==> config.mk <==
export PLATFORM = sky130hd
export DESIGN_NAME = amac_top
export DESIGN_NICKNAME = d
export VERILOG_FILES = /design/src/rtl/amac_pkg.sv /design/src/rtl/amac_top.sv /design/src/rtl/amac_debounce.sv
export SDC_FILE = /design/constraint.sdc
export NUM_CORES = 1
export LEC_CHECK = 0
export ABC_CLOCK_PERIOD_IN_PS = 6070
export BUFFER_PORTS_ARGS = -buffer_cell sky130_fd_sc_hd__buf_2
export CORE_AREA = 10 10 204 206
export DETAILED_ROUTE_END_ITERATION = 8
export DIE_AREA = 0 0 214 216
export PLACE_DENSITY = 0.83
export SLEW_MARGIN = 30
export SYNTH_ARGS = -nofsm -noshare
export SYNTH_HDL_FRONTEND = slang
export SYNTH_SLANG_ARGS = --single-unit
export TNS_END_PERCENT = 100
==> constraint.sdc <==
create_clock -name clock -period 6.07 [get_ports clock]
set_clock_uncertainty 0.15 [all_clocks]
set_input_delay 1.214 -clock clock [delete_from_list [all_inputs] [get_ports clock]]
set_output_delay 1.214 -clock clock [all_outputs]
set_load 0.005 [all_outputs]
==> src/rtl/amac_pkg.sv <==
package amac_pkg;
    localparam int unsigned CLK_HZ = 50_000_000;
    // timing figures in milliseconds
    localparam int unsigned DEBOUNCE_MS = 20;
    localparam int unsigned REPORT_MS = 2000;
    localparam int unsigned SLOW_BEEP_MS = 1000;
    localparam int unsigned FAST_BEEP_MS = 250;
    localparam int unsigned SINGLE_BEEP_MS = 500;
    localparam int unsigned DEBOUNCE_CYC = CLK_HZ / 1000 * DEBOUNCE_MS;
    localparam int unsigned REPORT_CYC = CLK_HZ / 1000 * REPORT_MS;
    localparam int unsigned SLOW_BEEP_CYC = CLK_HZ / 1000 * SLOW_BEEP_MS;
    localparam int unsigned FAST_BEEP_CYC = CLK_HZ / 1000 * FAST_BEEP_MS;
    localparam int unsigned SINGLE_BEEP_CYC = CLK_HZ / 1000 * SINGLE_BEEP_MS;
    // filter shift: normal and calibration response
    localparam int unsigned FILT_SHIFT_NORM = 2;
    localparam int unsigned FILT_SHIFT_CAL = 5;
    // register byte offsets
    localparam logic [7:0] OFS_CTRL = 8'h00;
    localparam logic [7:0] OFS_STATUS = 8'h04;
    localparam logic [7:0] OFS_IRQ_STAT = 8'h08;
    localparam logic [7:0] OFS_IRQ_MASK = 8'h0C;
    localparam logic [7:0] OFS_LOW_PT = 8'h10;
    localparam logic [7:0] OFS_HIGH_PT = 8'h14;
    localparam logic [7:0] OFS_READING = 8'h18;
    localparam logic [7:0] OFS_DISPLAY = 8'h1C;
    // display codes
    localparam logic [15:0] DISP_OVERLOAD = 16'hF0F1;
    localparam logic [15:0] DISP_OVERRANGE = 16'hFFFF;
    localparam logic [15:0] LOW_PT_RST = 16'h03E8;
    localparam logic [15:0] HIGH_PT_RST = 16'h2710;
    localparam logic [11:0] ANALOG_FULL = 12'hFFF;
    // status light bits
    localparam int unsigned LT_LOW = 0;
    localparam int unsigned LT_HIGH = 1;
    localparam int unsigned LT_FAULT = 2;
    localparam int unsigned LT_OK = 3;
    localparam int unsigned N_SW = 7;
    localparam logic [1:0] RESP_OKAY = 2'b00;
    localparam logic [1:0] RESP_SLVERR = 2'b10;
endpackage

==> src/rtl/amac_top.sv <==
// Implementation choices: the AXI4-Lite interface to the registers and the address map.
`timescale 1ns/1ns
`default_nettype none
// Contract
// - parameter writes accepted only in calibration mode, else locked.
// - calibration mode forces log analog output to full scale.
// - calibration mode uses slower, heavier display averaging.
// - latch switch left: high alarm clears when level drops below point.
// - latch switch right: high alarm held until low or high button pressed or remote clear line pulled low.
// - low alarm is always non-latching.
// - range switch picks one-decimal or whole-unit display range.
// - single-beep limits low and high alarm audio to one half-second beep.
// - fault audio stays a steady tone even in single-beep mode.
// - serial report every two seconds, none in calibration mode.
// - report carries displayed value plus every status light state.
// - overload trips fault light and forces overload display code.
// - fault and high alarm open-drain outputs pull low while active.
// - three fail-safe relays energized normally, released on condition.
// - low alarm audio beeps once per second unless single-beep.
// - high alarm audio beeps four times per second unless single-beep.
// - over-range shows dashed code and raises both alarms.
module amac_top
    import amac_pkg::*;
#(
    parameter int unsigned REPORT_CYCLES = REPORT_CYC,
    parameter int unsigned SLOW_CYCLES = SLOW_BEEP_CYC,
    parameter int unsigned FAST_CYCLES = FAST_BEEP_CYC,
    parameter int unsigned SINGLE_CYCLES = SINGLE_BEEP_CYC,
    parameter int unsigned DEB_CYCLES = DEBOUNCE_CYC
) (
    input wire logic clock,
    input wire logic rst,
    input wire logic sw_cal_mode,
    input wire logic sw_latch_high,
    input wire logic sw_range_wide,
    input wire logic sw_single_beep,
    input wire logic btn_low_alarm,
    input wire logic btn_high_alarm,
    input wire logic external_clear_n,
    input wire logic [15:0] count_reading,
    input wire logic count_valid,
    input wire logic overload_trip,
    input wire logic over_range,
    input wire logic detector_fault,
    input wire logic s_axi_awvalid,
    output logic s_axi_awready,
    input wire logic [7:0] s_axi_awaddr,
    input wire logic s_axi_wvalid,
    output logic s_axi_wready,
    input wire logic [31:0] s_axi_wdata,
    input wire logic [3:0] s_axi_wstrb,
    output logic s_axi_bvalid,
    input wire logic s_axi_bready,
    output logic [1:0] s_axi_bresp,
    input wire logic s_axi_arvalid,
    output logic s_axi_arready,
    input wire logic [7:0] s_axi_araddr,
    output logic s_axi_rvalid,
    input wire logic s_axi_rready,
    output logic [31:0] s_axi_rdata,
    output logic [1:0] s_axi_rresp,
    output logic irq,
    output logic [15:0] display_value,
    output logic display_decimal,
    output logic [11:0] analog_out,
    output logic [3:0] status_lights,
    output logic audio_out,
    output logic fault_od_out,
    output logic fault_od_oe,
    output logic high_alarm_od_out,
    output logic high_alarm_od_oe,
    output logic relay_low_energize,
    output logic relay_high_energize,
    output logic relay_fault_energize,
    output logic report_valid,
    output logic [19:0] serial_report_out
);
    initial begin
        if (REPORT_CYCLES < 1 || SLOW_CYCLES < 2 || FAST_CYCLES < 2 || SINGLE_CYCLES < 1)
            $error("amac_top: bad timing parameters");
    end
    // =========================================
    // switch and button conditioning
    logic [N_SW-1:0] sw_lvl, sw_rise;
    amac_debounce #(.WIDTH(N_SW), .HOLD_CYC(DEB_CYCLES)) u_deb (
        .clock(clock),
        .rst(rst),
        .raw({~external_clear_n, btn_high_alarm, btn_low_alarm, sw_single_beep,
              sw_range_wide, sw_latch_high, sw_cal_mode}),
        .level(sw_lvl),
        .rise(sw_rise)
    );
    wire cal_mode = sw_lvl[0];
    wire latch_mode = sw_lvl[1];
    wire range_wide = sw_lvl[2];
    wire single_beep = sw_lvl[3];
    wire ack_press = sw_rise[4] | sw_rise[5] | sw_rise[6];

    // =========================================
    // bus slave
    logic aw_hold_r, w_hold_r, bvalid_r, rvalid_r;
    logic [7:0] awaddr_r;
    logic [31:0] wdata_r, rdata_r;
    logic [1:0] bresp_r, rresp_r;
    logic [15:0] low_pt_r, high_pt_r;
    logic [3:0] irq_stat_r, irq_mask_r;
    logic [15:0] filt_r;
    logic [15:0] display_r;
    wire do_write = aw_hold_r & w_hold_r & ~bvalid_r;
    wire wr_ok = cal_mode | (awaddr_r == OFS_IRQ_STAT) | (awaddr_r == OFS_IRQ_MASK);
    wire wr_known = (awaddr_r == OFS_LOW_PT) | (awaddr_r == OFS_HIGH_PT)
        | (awaddr_r == OFS_IRQ_STAT) | (awaddr_r == OFS_IRQ_MASK);
    wire wr_low = do_write & cal_mode & (awaddr_r == OFS_LOW_PT);
    wire wr_high = do_write & cal_mode & (awaddr_r == OFS_HIGH_PT);
    logic [3:0] wstrb_r;
    wire wr_istat = do_write & (awaddr_r == OFS_IRQ_STAT) & wstrb_r[0];
    wire wr_imask = do_write & (awaddr_r == OFS_IRQ_MASK) & wstrb_r[0];
    wire [15:0] wr_val = {wstrb_r[1] ? wdata_r[15:8] : 8'h00,
                          wstrb_r[0] ? wdata_r[7:0] : 8'h00};
    assign s_axi_awready = ~aw_hold_r;
    assign s_axi_wready = ~w_hold_r;
    assign s_axi_arready = ~rvalid_r;
    assign s_axi_bvalid = bvalid_r;
    assign s_axi_bresp = bresp_r;
    assign s_axi_rvalid = rvalid_r;
    assign s_axi_rdata = rdata_r;
    assign s_axi_rresp = rresp_r;

    logic low_act, high_act_r, fault_act;
    wire [3:0] lights = {~(low_act | high_act_r | fault_act), fault_act, high_act_r, low_act};
    logic [31:0] rd_mux;
    logic rd_known;
    always_comb begin
        rd_known = 1'b1;
        unique case (s_axi_araddr)
            OFS_CTRL: rd_mux = {28'h0, single_beep, range_wide, latch_mode, cal_mode};
            OFS_STATUS: rd_mux = {28'h0, lights};
            OFS_IRQ_STAT: rd_mux = {28'h0, irq_stat_r};
            OFS_IRQ_MASK: rd_mux = {28'h0, irq_mask_r};
            OFS_LOW_PT: rd_mux = {16'h0, low_pt_r};
            OFS_HIGH_PT: rd_mux = {16'h0, high_pt_r};
            OFS_READING: rd_mux = {16'h0, filt_r};
            OFS_DISPLAY: rd_mux = {16'h0, display_r};
            default: begin
                rd_mux = 32'h0;
                rd_known = 1'b0;
            end
        endcase
    end

    always_ff @(posedge clock) begin
        if (rst) begin
            aw_hold_r <= 1'b0;
            w_hold_r <= 1'b0;
            bvalid_r <= 1'b0;
            rvalid_r <= 1'b0;
            awaddr_r <= 8'h00;
            wdata_r <= 32'h0;
            wstrb_r <= 4'h0;
            bresp_r <= RESP_OKAY;
            rdata_r <= 32'h0;
            rresp_r <= RESP_OKAY;
        end else begin
            if (s_axi_awvalid && !aw_hold_r) begin
                aw_hold_r <= 1'b1;
                awaddr_r <= s_axi_awaddr;
            end
            if (s_axi_wvalid && !w_hold_r) begin
                w_hold_r <= 1'b1;
                wdata_r <= s_axi_wdata;
                wstrb_r <= s_axi_wstrb;
            end
            if (do_write) begin
                bvalid_r <= 1'b1;
                bresp_r <= (wr_known && wr_ok) ? RESP_OKAY : RESP_SLVERR;
            end
            if (bvalid_r && s_axi_bready) begin
                bvalid_r <= 1'b0;
                aw_hold_r <= 1'b0;
                w_hold_r <= 1'b0;
            end
            if (s_axi_arvalid && !rvalid_r) begin
                rvalid_r <= 1'b1;
                rdata_r <= rd_mux;
                rresp_r <= rd_known ? RESP_OKAY : RESP_SLVERR;
            end else if (rvalid_r && s_axi_rready) begin
                rvalid_r <= 1'b0;
            end
        end
    end

    // =========================================
    // alarm points and reading filter
    wire [15:0] filt_step = cal_mode ? 16'((32'(count_reading) - 32'(filt_r)) >>> FILT_SHIFT_CAL)
                                     : 16'((32'(count_reading) - 32'(filt_r)) >>> FILT_SHIFT_NORM);
    always_ff @(posedge clock) begin
        if (rst) begin
            low_pt_r <= LOW_PT_RST;
            high_pt_r <= HIGH_PT_RST;
            filt_r <= 16'h0000;
        end else begin
            if (wr_low) low_pt_r <= wr_val;
            if (wr_high) high_pt_r <= wr_val;
            if (count_valid) filt_r <= filt_r + filt_step;
        end
    end

    // =========================================
    // alarm evaluation
    wire low_cond = (filt_r >= low_pt_r) | over_range;
    wire high_cond = (filt_r >= high_pt_r) | over_range;
    assign low_act = low_cond;
    assign fault_act = overload_trip | detector_fault;
    always_ff @(posedge clock) begin
        if (rst) begin
            high_act_r <= 1'b0;
        end else if (high_cond) begin
            high_act_r <= 1'b1;
        end else if (!latch_mode || ack_press) begin
            high_act_r <= 1'b0;
        end
    end

    // =========================================
    // audio
    logic [31:0] beep_cnt_r;
    logic [31:0] single_cnt_r;
    logic low_prev_r, high_prev_r;
    wire [31:0] beep_period = high_act_r ? 32'(FAST_CYCLES) : 32'(SLOW_CYCLES);
    wire alarm_any = low_act | high_act_r;
    wire alarm_start = (low_act & ~low_prev_r) | (high_act_r & ~high_prev_r);
    always_ff @(posedge clock) begin
        if (rst) begin
            beep_cnt_r <= 32'h0;
            single_cnt_r <= 32'h0;
            low_prev_r <= 1'b0;
            high_prev_r <= 1'b0;
        end else begin
            low_prev_r <= low_act;
            high_prev_r <= high_act_r;
            if (!alarm_any || beep_cnt_r >= beep_period - 32'h1) beep_cnt_r <= 32'h0;
            else beep_cnt_r <= beep_cnt_r + 32'h1;
            if (alarm_start) single_cnt_r <= 32'(SINGLE_CYCLES);
            else if (single_cnt_r != 32'h0) single_cnt_r <= single_cnt_r - 32'h1;
        end
    end
    wire beep_on = alarm_any & (beep_cnt_r < (beep_period >> 1));
    wire alarm_tone = single_beep ? (single_cnt_r != 32'h0) : beep_on;
    assign audio_out = fault_act | alarm_tone;

    // =========================================
    // display, analog, lights, pins
    wire [15:0] disp_nxt = overload_trip ? DISP_OVERLOAD :
                           over_range ? DISP_OVERRANGE : filt_r;
    always_ff @(posedge clock) begin
        if (rst) display_r <= 16'h0000;
        else display_r <= disp_nxt;
    end
    assign display_value = display_r;
    assign display_decimal = ~range_wide;
    assign analog_out = cal_mode ? ANALOG_FULL : filt_r[15:4];
    assign status_lights = lights;
    assign fault_od_out = 1'b0;
    assign fault_od_oe = fault_act;
    assign high_alarm_od_out = 1'b0;
    assign high_alarm_od_oe = high_act_r;
    assign relay_low_energize = ~low_act;
    assign relay_high_energize = ~high_act_r;
    assign relay_fault_energize = ~fault_act;

    // =========================================
    // periodic report and interrupts
    logic [31:0] rep_cnt_r;
    logic rep_valid_r;
    logic [19:0] rep_data_r;
    wire rep_fire = ~cal_mode & (rep_cnt_r >= REPORT_CYCLES - 1);
    always_ff @(posedge clock) begin
        if (rst) begin
            rep_cnt_r <= 32'h0;
            rep_valid_r <= 1'b0;
            rep_data_r <= 20'h0;
            irq_stat_r <= 4'h0;
            irq_mask_r <= 4'h0;
        end else begin
            rep_valid_r <= rep_fire;
            if (cal_mode || rep_fire) rep_cnt_r <= 32'h0;
            else rep_cnt_r <= rep_cnt_r + 32'h1;
            if (rep_fire) rep_data_r <= {lights, display_r};
            irq_stat_r <= (irq_stat_r & ~(wr_istat ? wr_val[3:0] : 4'h0))
                | {rep_fire, fault_act, high_act_r, low_act};
            if (wr_imask) irq_mask_r <= wr_val[3:0];
        end
    end
    assign report_valid = rep_valid_r;
    assign serial_report_out = rep_data_r;
    assign irq = |(irq_stat_r & irq_mask_r);

    // =========================================
    // checks
    relay_fault_a: assert property (@(posedge clock) disable iff (rst)
        fault_act |-> !relay_fault_energize && fault_od_oe && audio_out)
        else $error("fault not shown");
    analog_cal_a: assert property (@(posedge clock) disable iff (rst)
        cal_mode |-> analog_out == ANALOG_FULL) else $error("analog not full");
    no_report_a: assert property (@(posedge clock) disable iff (rst)
        $past(cal_mode) |-> !report_valid) else $error("report in cal");
    high_latch_a: assert property (@(posedge clock) disable iff (rst)
        high_act_r && latch_mode && !ack_press |=> high_act_r)
        else $error("latch lost");
    high_auto_a: assert property (@(posedge clock) disable iff (rst)
        !latch_mode && !high_cond |=> !high_act_r) else $error("no auto clear");
    low_follow_a: assert property (@(posedge clock) disable iff (rst)
        relay_low_energize == !low_act) else $error("low relay wrong");
    overload_disp_a: assert property (@(posedge clock) disable iff (rst)
        overload_trip |=> display_value == DISP_OVERLOAD) else $error("no OL code");
    range_alarm_a: assert property (@(posedge clock) disable iff (rst)
        over_range |=> high_act_r) else $error("over-range no alarm");
    lock_a: assert property (@(posedge clock) disable iff (rst)
        !cal_mode |=> $stable(low_pt_r) && $stable(high_pt_r)) else $error("write lock");
endmodule
`default_nettype wire

==> src/rtl/amac_debounce.sv <==
`timescale 1ns/1ns
`default_nettype none
module amac_debounce
    import amac_pkg::*;
#(
    parameter int unsigned WIDTH = N_SW,
    parameter int unsigned HOLD_CYC = DEBOUNCE_CYC
) (
    input wire logic clock,
    input wire logic rst,
    input wire logic [WIDTH-1:0] raw,
    output logic [WIDTH-1:0] level,
    output logic [WIDTH-1:0] rise
);
    initial begin
        if (WIDTH < 1 || HOLD_CYC < 1) $error("amac_debounce: bad parameters");
    end
    // =========================================
    // per input synchroniser and stability counter
    genvar g;
    for (g = 0; g < WIDTH; g++) begin : g_ch
        logic s1_r, s2_r, lvl_r, rise_r;
        logic [31:0] cnt_r;
        always_ff @(posedge clock) begin
            if (rst) begin
                s1_r <= 1'b0;
                s2_r <= 1'b0;
                lvl_r <= 1'b0;
                rise_r <= 1'b0;
                cnt_r <= '0;
            end else begin
                s1_r <= raw[g];
                s2_r <= s1_r;
                rise_r <= 1'b0;
                if (s2_r == lvl_r) begin
                    cnt_r <= '0;
                end else if (cnt_r >= HOLD_CYC - 1) begin
                    cnt_r <= '0;
                    lvl_r <= s2_r;
                    rise_r <= s2_r;
                end else begin
                    cnt_r <= cnt_r + 32'h1;
                end
            end
        end
        assign level[g] = lvl_r;
        assign rise[g] = rise_r;
    end
endmodule
`default_nettype wire

==> results_dict.tcl <==
set metrics [dict create \
    post-cts-setup-buffers 0 \
    coreArea_um2 37400 \
    syn2layout_area_growth_pct 16.3 \
    antenna_found_initial 4 \
    drive_gt1_frac 0.111 \
    ir_drop_mv 0.232 \
    power.share.clock 0.366 \
    die_y_um 216 \
    drc 0 \
    cts_buffer_depth 3 \
    pwr_density_cell_nw_per_um2 374 \
    swShare 0.296 \
    ant_nets 0 \
    die_w_um 214 \
    cts.sink_count 488 \
    drv_cap 0 \
    numCtsBuffers 49 \
    total_power_w 0.00899 \
    setup_viol 0 \
    synth_warnings 0 \
    synth_seq_area_share 0.473 \
    grt_pass1_wl_mm 81.9 \
    rsz0062_at_grt "no" \
    hold_class "reg -> reg" \
    port_buffers 151 \
    num_vias 17100 \
    comb_power_share 0.234 \
    post_synth.cell_area_avg_um2 8.97 \
    gp_congestion 0.917 \
    stdcell_area_um2 24000 \
    worst_pin_slew_ns 0.901 \
    power.switching_w 0.00267 \
    synth_edf_count 0 \
    layout.nets 2709 \
    fp-row-count 71 \
    hold_buffers 0 \
    postCtsResizedCells 0 \
    timing.fmax_mhz 179 \
    die_area_um2 46200 \
    ios 190 \
    ys_ff_latch 488 \
    intPower_w 0.00633 \
    relSlewSlack 0.398 \
    arrival_ns 5.90 \
    end_kind "flop" \
    initial_core_util 0.553 \
    ys_types 79 \
    detail_route.iter0.violations 1211 \
    viasPerCell 5.53 \
    dp_hpwl_mm 34.8 \
    grt.total_usage 0.208 \
    placed_cell_area_um2 22200 \
    drt_first_pass_iters 5 \
    wirelength_mm 49.5 \
    grt_pass1_vias 17100 \
    async_flop_share 0 \
    syn_inst 2304 \
    clk_pin_slew_ns 0.06 \
    grt_overflow 0 \
    finalCritPeriodShare 0.920 \
    insertion_delay_ns 0.58 \
    leakagePower_nw 9.51 \
    grt_max_degree 95 \
    required_ns 6.38 \
    root_buffer "clkbuf_16" \
    crit_type "in -> reg" \
    seqPwrFrac 0.400 \
    crit_fanout 4 \
    wire_per_inst_um 16.0 \
    status "finished clean" \
    hold_viol_final 0 \
    critPathLaunchType "primary input" \
    cts_max_level 2 \
    fin_crit_ns 5.58 \
    mappedNetlistArea_um2 20700 \
    cts_tree "done" \
    slew_violations 0 \
    synth_top_flop_cell "dfxtp_1" \
    setup_tns_ns 0 \
]
metrics by stage:
step / util / setup slack [ns] / hold WS, ns / cells
after floorplan: - / 0.555 / 0.264 / 2417
after global placement: 0.593 / 0.164 / 0.272 / 2995
after detailed placement: 0.594 / 0.0521 / 0.284 / 2996
after CTS: 0.642 / 0.627 / 0.303 / 3086
after global routing: 0.642 / 0.234 / 0.315 / 3088
final: 0.643 / 0.486 / 0.298 / 3089
cells in the final DEF, fill, tap and decap left out, types with 19 or more instances in the layout:
cell type  Yosys  layout
a21o_1        20      20
dfxtp_1      488     488
a22oi_1       33      33
buf_4         23      20
buf_2          3     150
ha_1          86      86
or3_1         19      19
conb_1         1     114
xnor2_1      104     104
nor3_1        71      70
xor2_1       114     114
nor4_1        45      45
inv_1         89      89
nand4_1       32      32
a21oi_1      125     125
clkbuf_16      0      51
and3_1        43      43
nor2_1       343     341
o21ai_0       30      30
mux2i_1       49      49
nand2_1      192     192
nor2b_1       22      21
nand3_1      121     121
synth_stat cells (all sizes together), types with 4 or more instances:
cell       n  area share
inv       89       0.016
nor3      72       0.018
o31ai      6      0.0028
and3      43       0.013
a21oi    125       0.030
buf       31       0.010
a22oi     33       0.012
nand3    121       0.029
o21ai     32      0.0079
a211oi    11      0.0040
nor3b      5      0.0018
o2111ai    8      0.0034
o21a      15      0.0054
and4      10      0.0042
nor2     343       0.062
dfxtp    488        0.47
nand4     33       0.011
xnor2    104       0.044
or3       19      0.0058
nand2    192       0.035
or4       10      0.0039
mux2i     49       0.024
nand2b    11      0.0035
a21o      21      0.0077
and2      10      0.0031
or2        4      0.0012
o211ai    12      0.0044
ha        86       0.052
o41ai      8      0.0038
nor2b     22      0.0067
a31oi     14      0.0042
clkbuf    73       0.013
nor4      47       0.015
xor2     114       0.048
worst paths after layout:
check,start,to,slack [ns],depth (start not counted)
worst max-delay path,count_reading[2],filt_r[15],0.49,18
worst min-delay path,u_deb.g_ch[1].s1_r,u_deb.g_ch[1].s2_r,0.30,1
worst max register to register,filt_r[2],filt_r[15],0.83,18
worst min register to register,u_deb.g_ch[1].s1_r,u_deb.g_ch[1].s2_r,0.30,1
state kept, by name (all words and copies together) (netlist names), 2 cells and up:
register and cells:
display_value 16, beep_cnt_r 32, awaddr_r 8, irq_mask_r 4, u_deb.g_ch.cnt_r 224, rep_cnt_r 32, serial_report_out 20, u_deb.g_ch.s1_r 7
u_deb.g_ch.lvl_r 7, filt_r 16, wstrb_r 2, single_cnt_r 32, low_pt_r 16, high_pt_r 16, s_axi_rdata 16, irq_stat_r 4
u_deb.g_ch.rise_r 3, wdata_r 16, u_deb.g_ch.s2_r 7
routing by layer:
layer | share of wire | up-vias | track usage
met1 | 0.42 | 8127 | 0.247
met2 | 0.48 | 549 | 0.352
met3 | 0.068 | 125 | 0.0463
li1 | - | 8282 | -
met4 | 0.035 | 2 | 0.0976
met5 | 0.00026 | - | 0
final cells by class:
cell class | instances | area (um^2)
antenna | 3 | 7.51
multi-input combinational | 1736 | 10500
fill | 2936 | 13400
tap | 511 | 639
timing repair buffer | 172 | 940
clock inverter | 26 | 390
clock buffer | 64 | 1410
sequential | 488 | 9770
inverter | 89 | 334
cell families (layout without fill, tap and decap cells):
kind of cell / count (synthesis) / in the layout / share of synthesized area
flops: 488 / 488 / 0.473
mux: 51 / 51 / 0.0248
buf+inv: 193 / 351 / 0.0394
simple gates: 948 / 948 / 0.216
fa+ha+maj: 87 / 87 / 0.0530
compound gates: 318 / 318 / 0.102
other cells: 1 / 117 / 0.000181
xor+xnor: 218 / 218 / 0.0924
power by group through the flow:
stage / clock network [W] / logic [W] / registers, W
finish: 0.00330 / 0.00210 / 0.00360
CTS: 0.00334 / 0.00208 / 0.00359
floorplan: 0 / 0.00154 / 0.00361
global route: 0.00346 / 0.00235 / 0.00361
global placement: 0 / 0.00198 / 0.00365
detailed placement: 0 / 0.00206 / 0.00366
worst max-delay path, cell delays in order:
cell and delay [ns]:
buf_2 0.10, ha_1 0.34, a21o_1 0.21, a31o_4 0.22, a31o_4 0.25, a2111oi_4 0.43
nor3_2 0.14, or4_2 0.64, nand2_1 0.12, mux2i_1 0.09, ha_1 0.35, and4_1 0.19
a2bb2oi_1 0.16, o21ai_0 0.17, o41ai_1 0.56, o211ai_1 0.18, mux2i_1 0.18, mux2_1 0.33
No activity file was read; power rests on OpenSTA's default activity.
